$ cat src/core/msled_params.svh
// Constants for the module status LED driver
`ifndef MSLED_PARAMS_SVH
`define MSLED_PARAMS_SVH
// Clock rate and cadence times
`define MSLED_CLK_HZ 50000000
`define MSLED_BLINK_MS 500
`define MSLED_FLASH_MS 250
`define MSLED_SLOW_MS 1000
// Half periods in cycles (one toggle per half cycle)
`define MSLED_BLINK_HALF ((`MSLED_CLK_HZ / 1000) * `MSLED_BLINK_MS / 2)
`define MSLED_FLASH_HALF ((`MSLED_CLK_HZ / 1000) * `MSLED_FLASH_MS / 2)
`define MSLED_SLOW_HALF ((`MSLED_CLK_HZ / 1000) * `MSLED_SLOW_MS / 2)
// Starting windows in milliseconds, per motor type
`define MSLED_START_ECO_MS 5000
`define MSLED_START_ECOP_MS 0
`define MSLED_START_HIGH_MS 1500
`define MSLED_START_MAX_MS 3000
`define MSLED_MS_CYCLES (`MSLED_CLK_HZ / 1000)
// Starting current limits in tenths of an ampere
`define MSLED_ILIM_ECO 8'h1E
`define MSLED_ILIM_ECOP 8'h29
`define MSLED_ILIM_HIGH 8'h32
`define MSLED_ILIM_MAX 8'h50
// Register byte offsets
`define MSLED_REG_CTRL 12'h000
`define MSLED_REG_MOTOR 12'h004
`define MSLED_REG_STATUS 12'h008
`define MSLED_REG_LEDS 12'h00C
// Control register fields; MT0 and MT1 sit in the motor register
`define MSLED_CTRL_MS_LSB 0
`define MSLED_CTRL_BOOT 3
`define MSLED_CTRL_DISC 4
`define MSLED_CTRL_MT0_LSB 8
`define MSLED_CTRL_MT1_LSB 10
`endif

$ cat src/core/msled_pkg.sv
// Types for the module status LED driver
package msled_pkg;
  typedef enum logic [2:0] {
    MSLED_OFF = 3'b000,
    MSLED_GREEN = 3'b001,
    MSLED_RED = 3'b010,
    MSLED_AMBER = 3'b011
  } msled_colour_t;
  typedef enum logic [1:0] {
    MSLED_ECONOMY_MOTOR_TYPE = 2'b00,
    MSLED_ECONOMY_PLUS_MOTOR_TYPE = 2'b01,
    MSLED_HIGH_START_MOTOR_TYPE = 2'b10,
    MSLED_MAX_START_MOTOR_TYPE = 2'b11
  } msled_mtype_t;
  typedef enum logic [2:0] {
    MSLED_MS_TASKS = 3'b000,
    MSLED_MS_READY = 3'b001,
    MSLED_MS_FAILSAFE = 3'b010,
    MSLED_MS_AUTOCFG = 3'b011,
    MSLED_MS_PEERLOST = 3'b100,
    MSLED_MS_FWCHECK = 3'b101,
    MSLED_MS_FWWRITE = 3'b110
  } msled_mstate_t;
endpackage

$ cat src/core/msled_driver.sv
// Status LED driver with APB control registers
// ********************
// Behaviour
// ********************
`timescale 1ns/1ps
`include "msled_params.svh"
module msled_driver (
  input wire logic pclk,
  input wire logic presetn,
  input wire logic psel,
  input wire logic penable,
  input wire logic pwrite,
  input wire logic [11:0] paddr,
  input wire logic [31:0] pwdata,
  output logic [31:0] prdata,
  output logic pready,
  output logic pslverr,
  input wire logic [1:0] eth_link,
  input wire logic [1:0] eth_activity,
  input wire logic [1:0] motor_running,
  input wire logic [1:0] motor_start,
  input wire logic [1:0] motor_ilimit,
  input wire logic [1:0] motor_disconnected,
  input wire logic [1:0] motor_overheat,
  input wire logic [1:0] motor_overload,
  input wire logic [1:0] motor_short,
  input wire logic supply_out_of_range,
  input wire logic supply_below_10v,
  output logic [1:0] eth_led,
  output logic [5:0] motor_led,
  output logic [2:0] status_led,
  output logic [1:0] start_window,
  output logic [15:0] start_ilimit
);
  // ********************
  // Shared timebase
  // ********************
  logic [24:0] blink_cnt;
  logic [24:0] flash_cnt;
  logic [24:0] slow_cnt;
  logic [15:0] ms_cnt;
  logic blink_ph, flash_ph, slow_ph, ms_tick;
  logic [24:0] next_blink_cnt, next_flash_cnt, next_slow_cnt;
  logic [15:0] next_ms_cnt;
  logic next_blink_ph, next_flash_ph, next_slow_ph;

  // One counter set for every LED keeps equal cadences in phase
  always_comb begin
    next_blink_cnt = blink_cnt + 25'h000_0001;
    next_blink_ph = blink_ph;
    if (blink_cnt == 25'(`MSLED_BLINK_HALF - 1)) begin
      next_blink_cnt = 25'h000_0000;
      next_blink_ph = !blink_ph;
    end
    next_flash_cnt = flash_cnt + 25'h000_0001;
    next_flash_ph = flash_ph;
    if (flash_cnt == 25'(`MSLED_FLASH_HALF - 1)) begin
      next_flash_cnt = 25'h000_0000;
      next_flash_ph = !flash_ph;
    end
    next_slow_cnt = slow_cnt + 25'h000_0001;
    next_slow_ph = slow_ph;
    if (slow_cnt == 25'(`MSLED_SLOW_HALF - 1)) begin
      next_slow_cnt = 25'h000_0000;
      next_slow_ph = !slow_ph;
    end
    next_ms_cnt = ms_cnt + 16'h0001;
    if (ms_cnt == 16'(`MSLED_MS_CYCLES - 1)) begin
      next_ms_cnt = 16'h0000;
    end
  end

  always_ff @(posedge pclk or negedge presetn) begin
    if (!presetn) begin
      blink_cnt <= 25'h000_0000;
      flash_cnt <= 25'h000_0000;
      slow_cnt <= 25'h000_0000;
      ms_cnt <= 16'h0000;
      blink_ph <= 1'b0;
      flash_ph <= 1'b0;
      slow_ph <= 1'b0;
    end else begin
      blink_cnt <= next_blink_cnt;
      flash_cnt <= next_flash_cnt;
      slow_cnt <= next_slow_cnt;
      ms_cnt <= next_ms_cnt;
      blink_ph <= next_blink_ph;
      flash_ph <= next_flash_ph;
      slow_ph <= next_slow_ph;
    end
  end

  assign ms_tick = (ms_cnt == 16'(`MSLED_MS_CYCLES - 1));

  // ********************
  // APB registers
  // ********************
  logic [2:0] mstate;
  logic booting, discovery;
  logic [3:0] mtypes;
  logic [2:0] next_mstate;
  logic next_booting, next_discovery;
  logic [3:0] next_mtypes;
  logic wr_en, rd_en, addr_ok;
  logic [31:0] next_prdata;

  assign wr_en = psel && penable && pwrite;
  // Read data loads in setup so it stands at the access edge
  assign rd_en = psel && !penable && !pwrite;
  assign addr_ok = (paddr == `MSLED_REG_CTRL) || (paddr == `MSLED_REG_MOTOR)
    || (paddr == `MSLED_REG_STATUS) || (paddr == `MSLED_REG_LEDS);
  assign pready = 1'b1;
  assign pslverr = psel && penable && !addr_ok;

  always_comb begin
    next_mstate = mstate;
    next_booting = booting;
    next_discovery = discovery;
    next_mtypes = mtypes;
    if (wr_en && paddr == `MSLED_REG_CTRL) begin
      next_mstate = pwdata[`MSLED_CTRL_MS_LSB +: 3];
      next_booting = pwdata[`MSLED_CTRL_BOOT];
      next_discovery = pwdata[`MSLED_CTRL_DISC];
    end
    if (wr_en && paddr == `MSLED_REG_MOTOR) begin
      next_mtypes = {pwdata[`MSLED_CTRL_MT1_LSB +: 2], pwdata[`MSLED_CTRL_MT0_LSB +: 2]};
    end
    next_prdata = prdata;
    if (rd_en) begin
      case (paddr)
        `MSLED_REG_CTRL: next_prdata = {27'h000_0000, discovery, booting, mstate};
        `MSLED_REG_MOTOR: next_prdata = {20'h0_0000, mtypes[3:2], mtypes[1:0], 8'h00};
        `MSLED_REG_STATUS: next_prdata = {16'h0000, start_ilimit};
        `MSLED_REG_LEDS: next_prdata = {19'h0_0000, start_window, status_led, motor_led,
          eth_led};
        default: next_prdata = 32'h0000_0000;
      endcase
    end
  end

  always_ff @(posedge pclk or negedge presetn) begin
    if (!presetn) begin
      mstate <= 3'b000;
      booting <= 1'b1;
      discovery <= 1'b0;
      mtypes <= 4'h0;
      prdata <= 32'h0000_0000;
    end else begin
      mstate <= next_mstate;
      booting <= next_booting;
      discovery <= next_discovery;
      mtypes <= next_mtypes;
      prdata <= next_prdata;
    end
  end

  // ********************
  // Start windows
  // ********************
  genvar g;
  generate
    for (g = 0; g < 2; g++) begin : gen_port
      msled_start_window u_win (
        .pclk(pclk),
        .presetn(presetn),
        .ms_tick(ms_tick),
        .motor_start(motor_start[g]),
        .mtype(msled_pkg::msled_mtype_t'(mtypes[2*g +: 2])),
        .in_window(start_window[g]),
        .ilimit(start_ilimit[8*g +: 8])
      );
    end
  endgenerate

  // ********************
  // LED patterns
  // ********************
  logic [1:0] next_eth_led;
  logic [5:0] next_motor_led;
  logic [2:0] next_status_led;
  msled_pkg::msled_colour_t mc;

  always_comb begin
    next_eth_led = 2'b00;
    next_motor_led = 6'h00;
    mc = msled_pkg::MSLED_OFF;
    for (int i = 0; i < 2; i++) begin
      next_eth_led[i] = eth_link[i] && !(eth_activity[i] && blink_ph);
      if (discovery) begin
        mc = slow_ph ? msled_pkg::MSLED_RED : msled_pkg::MSLED_OFF;
      end else if (booting) begin
        mc = msled_pkg::MSLED_AMBER;
      end else if (motor_short[i] || supply_below_10v) begin
        mc = flash_ph ? msled_pkg::MSLED_RED : msled_pkg::MSLED_OFF;
      end else if (motor_overload[i]) begin
        mc = blink_ph ? msled_pkg::MSLED_RED : msled_pkg::MSLED_OFF;
      end else if (supply_out_of_range) begin
        mc = msled_pkg::MSLED_RED;
      end else if (motor_running[i] ? motor_ilimit[i]
                   : (motor_disconnected[i] || motor_overheat[i])) begin
        mc = msled_pkg::MSLED_RED;
      end else if (motor_running[i]) begin
        mc = msled_pkg::MSLED_GREEN;
      end else begin
        mc = msled_pkg::MSLED_OFF;
      end
      next_motor_led[3*i +: 3] = mc;
    end
    next_status_led = msled_pkg::MSLED_OFF;
    if (discovery) begin
      next_status_led = slow_ph ? msled_pkg::MSLED_RED : msled_pkg::MSLED_OFF;
    end else begin
      case (mstate)
        msled_pkg::MSLED_MS_TASKS: next_status_led = blink_ph ? msled_pkg::MSLED_RED
          : msled_pkg::MSLED_OFF;
        msled_pkg::MSLED_MS_READY: next_status_led = blink_ph ? msled_pkg::MSLED_GREEN
          : msled_pkg::MSLED_OFF;
        // Green flash overlays the red blink; red bit follows blink
        msled_pkg::MSLED_MS_FAILSAFE: next_status_led = {1'b0, blink_ph, flash_ph};
        msled_pkg::MSLED_MS_AUTOCFG: next_status_led = flash_ph ? msled_pkg::MSLED_RED
          : msled_pkg::MSLED_OFF;
        msled_pkg::MSLED_MS_PEERLOST, msled_pkg::MSLED_MS_FWCHECK:
          next_status_led = blink_ph ? msled_pkg::MSLED_AMBER : msled_pkg::MSLED_OFF;
        msled_pkg::MSLED_MS_FWWRITE: next_status_led = msled_pkg::MSLED_AMBER;
        default: next_status_led = msled_pkg::MSLED_OFF;
      endcase
    end
  end

  always_ff @(posedge pclk or negedge presetn) begin
    if (!presetn) begin
      eth_led <= 2'b00;
      motor_led <= 6'h00;
      status_led <= 3'b000;
    end else begin
      eth_led <= next_eth_led;
      motor_led <= next_motor_led;
      status_led <= next_status_led;
    end
  end

  // ********************
  // Checks
  // ********************
  a_blink_half: assert property (@(posedge pclk) disable iff (!presetn)
    $changed(blink_ph) |-> blink_cnt == 25'h000_0000)
    else $error("blink phase off period");
  a_flash_half: assert property (@(posedge pclk) disable iff (!presetn)
    $changed(flash_ph) |-> flash_cnt == 25'h000_0000)
    else $error("flash phase off period");
  a_eth_nolink: assert property (@(posedge pclk) disable iff (!presetn)
    !eth_link[0] |=> !eth_led[0]) else $error("eth led lit without link");
  a_motor_green: assert property (@(posedge pclk) disable iff (!presetn)
    !discovery && !booting && motor_running[0] && !motor_ilimit[0] && !motor_short[0]
    && !motor_overload[0] && !supply_out_of_range && !supply_below_10v
    |=> motor_led[2:0] == msled_pkg::MSLED_GREEN) else $error("running not green");
  a_motor_limit: assert property (@(posedge pclk) disable iff (!presetn)
    !discovery && !booting && motor_running[0] && motor_ilimit[0] && !motor_short[0]
    && !motor_overload[0] && !supply_below_10v
    |=> motor_led[2:0] == msled_pkg::MSLED_RED) else $error("current limit not red");
  a_supply_red: assert property (@(posedge pclk) disable iff (!presetn)
    !discovery && !booting && supply_out_of_range && !motor_short[1]
    && !motor_overload[1] && !supply_below_10v
    |=> motor_led[5:3] == msled_pkg::MSLED_RED) else $error("supply range not red");
  a_motor_overload: assert property (@(posedge pclk) disable iff (!presetn)
    !discovery && !booting && motor_overload[0] && !motor_short[0] && !supply_below_10v
    |=> motor_led[2:0] == {1'b0, $past(blink_ph), 1'b0}) else $error("overload not blink red");
  a_motor_short: assert property (@(posedge pclk) disable iff (!presetn)
    !discovery && !booting && motor_short[1]
    |=> motor_led[5:3] == {1'b0, $past(flash_ph), 1'b0})
    else $error("short not flash red");
  a_motor_boot: assert property (@(posedge pclk) disable iff (!presetn)
    !discovery && booting |=> motor_led[2:0] == msled_pkg::MSLED_AMBER)
    else $error("boot not amber");
  a_motor_disc: assert property (@(posedge pclk) disable iff (!presetn)
    discovery |=> motor_led[2:0] == {1'b0, $past(slow_ph), 1'b0})
    else $error("discovery not slow red");
  a_status_ready: assert property (@(posedge pclk) disable iff (!presetn)
    !discovery && mstate == msled_pkg::MSLED_MS_READY
    |=> status_led == {2'b00, $past(blink_ph)}) else $error("ready not blink green");
  a_status_safe: assert property (@(posedge pclk) disable iff (!presetn)
    !discovery && mstate == msled_pkg::MSLED_MS_FAILSAFE |=> status_led[0] == $past(flash_ph))
    else $error("failsafe green not flashing");
  a_status_auto: assert property (@(posedge pclk) disable iff (!presetn)
    !discovery && mstate == msled_pkg::MSLED_MS_AUTOCFG
    |=> status_led == {1'b0, $past(flash_ph), 1'b0}) else $error("autocfg not flash red");
  a_status_peer: assert property (@(posedge pclk) disable iff (!presetn)
    !discovery && (mstate == msled_pkg::MSLED_MS_PEERLOST
    || mstate == msled_pkg::MSLED_MS_FWCHECK)
    |=> status_led == {1'b0, $past(blink_ph), $past(blink_ph)}) else $error("not blink amber");
  a_status_fw: assert property (@(posedge pclk) disable iff (!presetn)
    !discovery && mstate == msled_pkg::MSLED_MS_FWWRITE |=> status_led == msled_pkg::MSLED_AMBER)
    else $error("fw write not amber");
endmodule

$ cat src/core/msled_start_window.sv
// Starting current window timer for one motor port
`timescale 1ns/1ps
`include "msled_params.svh"
module msled_start_window (
  input wire logic pclk,
  input wire logic presetn,
  input wire logic ms_tick,
  input wire logic motor_start,
  input wire msled_pkg::msled_mtype_t mtype,
  output logic in_window,
  output logic [7:0] ilimit
);
  logic [12:0] ms_left;
  logic [12:0] next_ms_left;
  logic [7:0] next_ilimit;
  logic [12:0] win_ms;

  always_comb begin
    case (mtype)
      msled_pkg::MSLED_ECONOMY_MOTOR_TYPE: win_ms = 13'(`MSLED_START_ECO_MS);
      msled_pkg::MSLED_ECONOMY_PLUS_MOTOR_TYPE: win_ms = 13'(`MSLED_START_ECOP_MS);
      msled_pkg::MSLED_HIGH_START_MOTOR_TYPE: win_ms = 13'(`MSLED_START_HIGH_MS);
      default: win_ms = 13'(`MSLED_START_MAX_MS);
    endcase
  end

  // Constant type has no window, so the start load is zero
  always_comb begin
    next_ms_left = ms_left;
    if (motor_start) begin
      next_ms_left = win_ms;
    end else if (ms_tick && ms_left != 13'h0000) begin
      next_ms_left = ms_left - 13'h0001;
    end
    next_ilimit = `MSLED_ILIM_ECOP;
    case (mtype)
      msled_pkg::MSLED_ECONOMY_MOTOR_TYPE: next_ilimit = `MSLED_ILIM_ECO;
      msled_pkg::MSLED_ECONOMY_PLUS_MOTOR_TYPE: next_ilimit = `MSLED_ILIM_ECOP;
      msled_pkg::MSLED_HIGH_START_MOTOR_TYPE: next_ilimit = `MSLED_ILIM_HIGH;
      default: next_ilimit = `MSLED_ILIM_MAX;
    endcase
  end

  always_ff @(posedge pclk or negedge presetn) begin
    if (!presetn) begin
      ms_left <= 13'h0000;
      ilimit <= 8'h00;
    end else begin
      ms_left <= next_ms_left;
      ilimit <= next_ilimit;
    end
  end

  assign in_window = (ms_left != 13'h0000);

  a_start_load: assert property (@(posedge pclk) disable iff (!presetn)
    motor_start |=> ms_left == $past(win_ms)) else $error("window not loaded");
  a_start_none: assert property (@(posedge pclk) disable iff (!presetn)
    motor_start && mtype == msled_pkg::MSLED_ECONOMY_PLUS_MOTOR_TYPE |=> !in_window)
    else $error("constant type got a window");
  a_ilim_max: assert property (@(posedge pclk) disable iff (!presetn)
    mtype == msled_pkg::MSLED_MAX_START_MOTOR_TYPE |=> ilimit == `MSLED_ILIM_MAX)
    else $error("wrong current limit");
endmodule

$ cat config.mk
export PLATFORM = sky130hd
export DESIGN_NAME = msled_driver
export DESIGN_NICKNAME = d
export VERILOG_FILES = /design/src/core/msled_pkg.sv /design/src/core/msled_driver.sv /design/src/core/msled_start_window.sv
export VERILOG_INCLUDE_DIRS = /design/src /design/src/core
export SDC_FILE = /design/constraint.sdc
export NUM_CORES = 1
export LEC_CHECK = 0
export BUFFER_PORTS_ARGS = -buffer_cell sky130_fd_sc_hd__buf_4
export CORE_MARGIN = 10
export CORE_UTILIZATION = 40
export DETAILED_ROUTE_END_ITERATION = 10
export GPL_TIMING_DRIVEN = 0
export HOLD_SLACK_MARGIN = 0.06
export SETUP_SLACK_MARGIN = 0.2
export SYNTH_ARGS = -nofsm -noshare
export SYNTH_HDL_FRONTEND = slang
export SYNTH_SLANG_ARGS = --single-unit
$ cat constraint.sdc
create_clock -name pclk -period 2.5 [get_ports pclk]
set_input_delay 0.5 -clock pclk [delete_from_list [all_inputs] [get_ports pclk]]
set_output_delay 0.5 -clock pclk [all_outputs]
set_load 0.02 [all_outputs]
# == After elaboration in Yosys (flattened, before gate mapping) ==
# Index checks and enable logic that the tools add are counted.
# word_totals
in_bits,69
word_cells,115
regBits,186
output_inout_bits,63
# classes
addsub,6
n_reduce_logical,37
n_eq_ne,17
mux,36
# ops
cell,count
$pmux 13 s3,2
$add 25x1->25 const B,3
$mux 25,3
$pmux 15 s4,1
$mux 13,4
$pmux 7 s3,2
$mux 2,17
$reduce_bool 13->1,2
$sub 13x1->13 const B,2
$eq 25x23->1 const B,1
$eq 25x24->1 const B,1
$eq 25x25->1 const B,1
$eq 12x4->1 const B,2
$add 16x1->16 const B,1
$eq 16x16->1 const B,1
$mux 16,1
$logic_and 1x1->1,13
$eq 12x3->1 const B,1
$logic_not 12->1,1
$pmux 2 s6,1
$eq 3x3->1 const B,3
$logic_not 1->1,8
$logic_or 1x1->1,7
$eq 3x2->1 const B,2
other kinds (8),16

# == Longest topological paths before layout ==
# Gate-level depths: netlist of the first run.
# depth
depth_word,8
depth_mapped,9
ltp_nobuf,7

# == Modules after synthesis ==
# A second synthesis of the first run with hierarchy kept.
# unflattened
cells_unflattened,803
hier_area_um2,8279.2
# by_module_without_submodules
mod,area_each_um2,cells_each,seq_area_each_um2,instances
msled_driver,6084.6,591,3179.3,1
msled_start_window,1097.3,106,500.5,2

# == Worst setup path before layout of the first run ==
# No wires, ideal clock.
# synth_path
kind,flip-flop to output port
start,register gen_port[0].u_win.ms_left[0]
end,output start_window[0]
path_stages_with_launch,7
t_arrival_ps,1828
path_buffers,2
path_slack_ps,172
required_time_ps,2000
cell_sequence,dfrtp_1 > inv_1 > ha_1 > or3b_2 > or4_4 > buf_6 > buf_4
# synth_via
elab_chain_len,1
# synth_rtl
item,line_no,rtl
start: declaration,msled_start_window.sv:13,logic [12:0] ms_left;
start signal: assignment,msled_start_window.sv:49,ms_left <= next_ms_left;
$reduce_bool 13->1,msled_start_window.sv:54,assign in_window = (ms_left != 13'h0000);
end: declaration,msled_driver.sv:32,"output logic [1:0] start_window,"
# Every way passes these cells.

# == Worst setup path in the final report of the first run ==
# layout_path
start,register gen_port[0].u_win.ms_left[7]
end,output start_window[0]
# Same word-level chain as after synthesis.

==> summary.md, run 1 <==
| Metric | Value |
|---|---|
| Skew-Pair Late Insertion Delay | `0.43 ns` |
| Crit end category | `output port` |
| Setup slack after placement | `-0.406 ns` |
| Drt total wl | `19,400 µm` |
| Measured slew at the worst slew-check pin | `0.924 ns` |
| Slew Limit Fails | `0` |
| P_int | `4.90 mW` |
| CTS root buf | `clkbuf_16` |
| Warnings from Yosys | `0` |
| Fraction of registers with async set/reset | `100%` |
| Period minus WS final | `2.75 ns` |
| Slew HR | `38.0%` |
| Syn Area/Cell | `10.1 µm²` |
| I/O pin total | `132` |
| Row count | `51` |
| Register area share after synthesis | `51.5%` |
| Synth area leader | `dfrtp_1` |
| GRT overflow | `0` |
| Gate power share | `4.5%` |
| CTS tree | `done` |
| Sequential Power Share | `43.7%` |
| Mapped Area | `0.00802 mm²` |
| Largest net degree at the start of global routing | `115` |
| Maximum clock frequency | `0.364 GHz` |
| First-pass GRT wire length | `31,400 µm` |
| Final std cells w/o fill | `1,217` |
| Most frequent cell after synthesis | `dfrtp_1` |
| Setup violators final | `1` |
| Starting Density | `41.0%` |
| Antenna viol nets, final | `0` |
| Clock sinks | `165` |
| Outcome | `finished, violations left` |
| Clk slew on worst S/H paths | `0.07 ns` |
| Synth cell count leaders | `dfrtp_1 (164), nor2_1 (106), nand2_1 (52)` |
| Diode count | `0` |
| Startpoint Class | `flip-flop` |
| PD cells | `608 mW/mm²` |
| Critical Path Fanout Max | `2` |
| Fin area | `0.0102 mm²` |
| WP data arrival | `2.25 ns` |
| Longest Clk Path Bufs | `2` |
| Switching share of total power | `20.5%` |
| Tcrit/Tclk final | `110%` |
| Vias in the first global route | `6,067` |
| Max-cap viol count | `0` |
| Clk pwr share | `51.8%` |
| Die ar. | `0.0261 mm²` |
| Req. time, crit path | `2.00 ns` |
| Post-Syn Instances | `791` |
| Die H | `162 µm` |
| Final WS setup | `-0.248 ns` |
| Ranking of synthesized cells by area | `dfrtp_1 (51%), xnor2_1 (5.0%), nor2_1 (5.0%), xor2_1 (4.9%), nand3_1 (2.7%)` |
| GP Congestion | `0.808` |
| Top FF cell, synth | `dfrtp_1` |
| Detailed Route Iter0 Violations | `265` |
| Total Routing Usage GR | `14.8%` |
| Hold Crit Depth | `2` |
| CP Class | `flip-flop to output port` |
| RSZ-0062 raised after global routing | `true` |
| Worst Hold Class | `input port to flip-flop` |
| Layout cells sized above 1 | `21.5%` |
| Fin. Hold Viols | `0` |
| Post-DR vias/cell | `5.02` |
| Psw | `1.27 mW` |
| Total CTS buffers | `17` |
| H-tree Lvls | `4` |
| Failing checks | `negative setup slack` |
| FF-to-FF path depth | `8` |
| Post-DP HPWL | `14,000 µm` |
| Routed len/inst | `16.0 µm` |
| Setup Skew | `0.00915 ns` |
| Leakage | `4.58 nW` |
| Maximum vdd drop | `0.467 mV` |
| Hold WS | `0.252 ns` |
| Via count | `6,108` |
| Placed cells | `1,161` |
| DRC viols | `0` |
| Share of the synthesized area in the top cell type | `51.2%` |
| Antenna violations before repair | `0` |
| Final Total Pwr | `6.17 mW` |
| Core Box Area | `0.0196 mm²` |
| Nets | `1,024` |
| Post-synth EDFFs | `0` |
| DIE WIDTH | `162 µm` |
| TritonRoute pass-1 iters | `4` |
| Port bufs | `82` |
| Placement Cell Area | `0.00909 mm²` |
| Yosys reg bits | `165` |
| Post-synth cell types | `58` |
| Area grow syn2layout | `26.6%` |
==> worst max-delay path, stage by stage (launching register included) <==
cell     delay, ns
dfrtp_1       0.39
or4_4         0.54
or4_4         0.54
buf_6         0.13
buf_6         0.10
buf_6         0.12
==> sequential cells by signal, indices dropped and copies added (netlist names), 2 cells and up <==
| register | count |
|---|---|
| prdata | 14 |
| eth_led | 2 |
| blink_cnt | 25 |
| flash_cnt | 25 |
| mtypes | 4 |
| ms_cnt | 16 |
| motor_led | 4 |
| mstate | 3 |
| gen_port.u_win.ms_left | 26 |
| gen_port.u_win.ilimit | 14 |
| slow_cnt | 25 |
| status_led | 2 |
==> worst paths after layout <==
check	endpoint	startpoint	slack (ns)
max	start_window[0]	gen_port[0].u_win.ms_left[7]	-0.25
min in group asynchronous	gen_port[1].u_win.ms_left[7]	presetn	0.56
max in group asynchronous	blink_cnt[2]	presetn	1.05
min reg2reg	flash_cnt[24]	flash_cnt[24]	0.47
max reg2reg	gen_port[0].u_win.ms_left[11]	gen_port[0].u_win.ms_left[7]	0.11
min	eth_led[1]	eth_activity[1]	0.25
==> power by group through the flow <==
stage / clock network (mW) / logic (mW) / registers [mW]
after floorplan: 0 / 0.116 / 2.75
after global placement: 0 / 0.264 / 2.75
after detailed placement: 0 / 0.271 / 2.75
after CTS: 3.23 / 0.277 / 2.70
after global routing: 3.37 / 0.307 / 2.70
final: 3.20 / 0.276 / 2.70
==> placed cells by master (no fill, tap or decap), drive strengths merged, types with 2 or more instances in the layout <==
| cell type | Yosys | final |
|---|---|---|
| o41ai | 2 | 2 |
| a22o | 2 | 2 |
| nor3b | 2 | 2 |
| mux2i | 11 | 11 |
| buf | 29 | 136 |
| nor2 | 106 | 106 |
| inv | 19 | 21 |
| clkinv | 0 | 2 |
| dfrtp | 164 | 164 |
| nand3 | 45 | 45 |
| or2 | 3 | 3 |
| clkbuf | 16 | 35 |
| nand2 | 52 | 52 |
| xnor2 | 46 | 46 |
| o21ai | 25 | 25 |
| a211oi | 2 | 2 |
| nor4b | 5 | 5 |
| ha | 16 | 16 |
| and4 | 14 | 14 |
| xor2 | 45 | 45 |
| o31a | 4 | 4 |
| mux2 | 5 | 5 |
| conb | 2 | 24 |
| nor3 | 14 | 14 |
| a21oi | 24 | 24 |
| nor2b | 5 | 5 |
| a21boi | 9 | 9 |
| a31oi | 4 | 4 |
| bufinv | 0 | 8 |
| nand3b | 6 | 6 |
| or3 | 9 | 9 |
| or4 | 6 | 6 |
| o31ai | 10 | 10 |
| or3b | 2 | 2 |
| and3 | 18 | 18 |
| nor4 | 17 | 17 |
| nand4 | 31 | 31 |
| o211ai | 2 | 2 |
| and2 | 7 | 7 |
==> routing by layer <==
metal	up-vias	global-route usage, %	wire length [µm]
li1	3029	-	-
met1	2934	19.4	9220
met2	124	23.0	8780
met3	21	4.83	1120
met4	0	4.38	321
met5	-	0	0
==> cell families after synthesis <==
group | Yosys count | share of synthesized area [%]
AND/OR/NAND/NOR | 346 | 22.3
flip-flops | 165 | 51.5
AO/OA/AOI/OAI | 91 | 7.19
XOR/XNOR | 91 | 9.93
buffers and inverters | 64 | 4.40
adder cells (fa/ha/maj) | 16 | 2.50
multiplexers | 16 | 2.07
other | 2 | 0.0936
==> cell type report <==
type,count,area [µm²]
sequential,165,4130
clock inverter,12,272
multi-input combinational,584,3760
clock buffer,20,447
inverter,19,71.3
timing repair buffer,107,848
tap,265,332
fill,1861,9430
buffer,45,297
==> repair_timing <==
item                                    in CTS  in global routing
setup buffers                               15                  7
hold endpoints to repair                    51                  0
hold buffers                                 1                  0
endpoints found under the setup margin      42                 45
resized for setup                           14                 32
pin swaps                                    6                 18
cloned                                       0                  1
==> per-stage QoR <==
| step | TNS (ns) | utilization [%] |
|---|---|---|
| after floorplan | 0 | - |
| after global placement | -9.88 | 46.2 |
| after detailed placement | -1.89 | 46.4 |
| after CTS | -0.247 | 51.0 |
| after global routing | -0.289 | 51.8 |
| final | -0.248 | 51.8 |
(Power assumes the default switching activity.)
==> run 2: changes to the inputs <==
--- a/config.mk
+++ b/config.mk
@@ -12,6 +12,7 @@
 export DETAILED_ROUTE_END_ITERATION = 10
 export GPL_TIMING_DRIVEN = 0
 export HOLD_SLACK_MARGIN = 0.06
+export PLACE_DENSITY = 0.57
 export SETUP_SLACK_MARGIN = 0.2
 export SYNTH_ARGS = -nofsm -noshare
 export SYNTH_HDL_FRONTEND = slang
==> summary.md, run 2 (synthesized netlist as in run 1, its figures left out) <==
| Metric | Value |
|---|---|
| Worst Hold Class | `input port to async pin` |
| GRT overflow | `0` |
| TritonRoute pass-1 iters | `4` |
| Starting Density | `41.0%` |
| GP Congestion | `0.794` |
| Via count | `6,185` |
| DIE WIDTH | `162 µm` |
| Fillers | `1,837` |
| Outcome | `finished, violations left` |
| CP max stage delay | `0.54 ns` |
| H-tree Lvls | `4` |
| Layout cells sized above 1 | `22.0%` |
| Req. time, crit path | `2.00 ns` |
| Routed len/inst | `16.6 µm` |
| Antenna viol nets, final | `0` |
| CP most frequent cell | `buf_6` |
| Most common cell after layout, fill and taps aside | `dfrtp_1` |
| WP data arrival | `2.24 ns` |
| Clk slew on worst S/H paths | `0.06 ns` |
| Worst path cell trace | `or4_4 > or4_4 > buf_6 > buf_6 > buf_6` |
| First-pass GRT wire length | `32,600 µm` |
| Critical Path Fanout Max | `2` |
| Setup TNS | `-0.243 ns` |
| Post-DP HPWL | `14,300 µm` |
| Total Routing Usage GR | `15.4%` |
| Setup violators final | `1` |
| Drt total wl | `20,200 µm` |
| Fin. Hold Viols | `0` |
| Vias in the first global route | `6,091` |
| Setup Skew | `0.0105 ns` |
| Final Total Pwr | `5.85 mW` |
| Largest net degree at the start of global routing | `93` |
| Measured slew at the worst slew-check pin | `1.01 ns` |
| DRC viols | `0` |
| Commonest cells after routing, fill and taps aside | `dfrtp_1 (163), buf_4 (121), nor2_1 (104)` |
| Tcrit/Tclk final | `110%` |
| CTS Hold Bufs | `0` |
| CTS root buf | `clkbuf_16` |
| Core Box Area | `0.0196 mm²` |
| Placed cells | `1,161` |
| Fin area | `0.0101 mm²` |
| Clock sinks | `165` |
| Slew HR | `32.0%` |
| CP Class | `flip-flop to output port` |
| Nets | `1,021` |
| Final std cells w/o fill | `1,215` |
| I/O pin total | `132` |
| Leakage | `4.54 nW` |
| PD cells | `576 mW/mm²` |
| Crit end category | `output port` |
| Total CTS buffers | `17` |
| Failing checks | `negative setup slack` |
| Detailed Route Iter0 Violations | `385` |
| Final core utilization | `51.8%` |
| Max reg flops | `26` |
| Register area | `0.00413 mm²` |
| RSZ-0062 raised after global routing | `true` |
| Final WS setup | `-0.243 ns` |
| Port bufs | `82` |
| Period minus WS final | `2.74 ns` |
| Row count | `51` |
| Antenna violations before repair | `1` |
| CTS tree | `done` |
| Die ar. | `0.0261 mm²` |
| Maximum vdd drop | `0.467 mV` |
| Die H | `162 µm` |
| Placement Cell Area | `0.00909 mm²` |
| Slew Limit Fails | `0` |
| Startpoint Class | `flip-flop` |
| Max-cap viol count | `0` |
| Longest Clk Path Bufs | `2` |
| Maximum clock frequency | `0.365 GHz` |
| Area grow syn2layout | `26.5%` |
| Combined area of the multi-input logic cells | `0.00382 mm²` |
| Slowest-stage cell, CP | `or4_4` |
| Post-DR vias/cell | `5.09` |
| Biggest register | `gen_port.u_win.ms_left` |
| Skew-Pair Late Insertion Delay | `0.42 ns` |
## run 2: power breakdown
group          internal [mW]  total, mW  switching, mW
registers               2.68       2.70         0.0146
logic                  0.114      0.286          0.173
clock network           1.77       2.86           1.09
total                   4.57       5.85           1.28
## run 2: cell type report
cell class | count | share of cell area (%)
inverters | 19 | 0.703
flip-flops and latches | 165 | 40.7
well taps | 265 | 3.27
diodes | 1 | 0.0247
repair buffers | 104 | 8.36
clock buffers | 20 | 4.30
multi-input cells | 584 | 37.7
plain buffers | 45 | 2.95
clock inverters | 12 | 1.99
## run 2: metal layers
metal | wire length (µm) | global-route usage (%) | part of all wire (%)
met1 | 9690 | 21.4 | 48
met2 | 8970 | 22.8 | 45
met3 | 1330 | 4.78 | 6.6
met4 | 164 | 3.85 | 0.81
met5 | 0 | 0 | 0
## run 2: path summary, 6_finish.rpt
| kind | startpoint | end | slack [ns] | depth (start not counted) |
|---|---|---|---|---|
| min in group pclk | eth_activity[1] | eth_led[1] | 0.26 | 2 |
| max in group asynchronous | presetn | gen_port[1].u_win.ms_left[8] | 1.63 | 2 |
| hold reg to reg | ms_cnt[0] | ms_cnt[0] | 0.46 | 1 |
| setup / recovery | gen_port[0].u_win.ms_left[9] | start_window[0] | -0.24 | 5 |
| setup reg to reg | gen_port[0].u_win.ms_left[9] | gen_port[0].u_win.ms_left[11] | 0.05 | 8 |
| hold / removal | presetn | slow_cnt[19] | 0.03 | 1 |
## run 2: repair_timing
action                     4_1_cts  5_1_grt
setup endpoints to repair       44       44
setup buffers                   16        4
cloned                           0        1
gates resized for setup         21       36
pin swaps                       10       15
## run 2: stage by stage
step / setup slack, ns / hold slack, ns
global route: -0.308 / 0.0729
finish: -0.243 / 0.0286
global placement: -0.922 / 0.452
detailed placement: -0.752 / 0.451
floorplan: 0.219 / 0.204
CTS: -0.258 / 0.0624
## run 2: critical path: cells and delay by family (launching register included)
kind	cells	cell delay (ns)
buf+inv	3	0.35
flops	1	0.39
simple gates	2	1.08
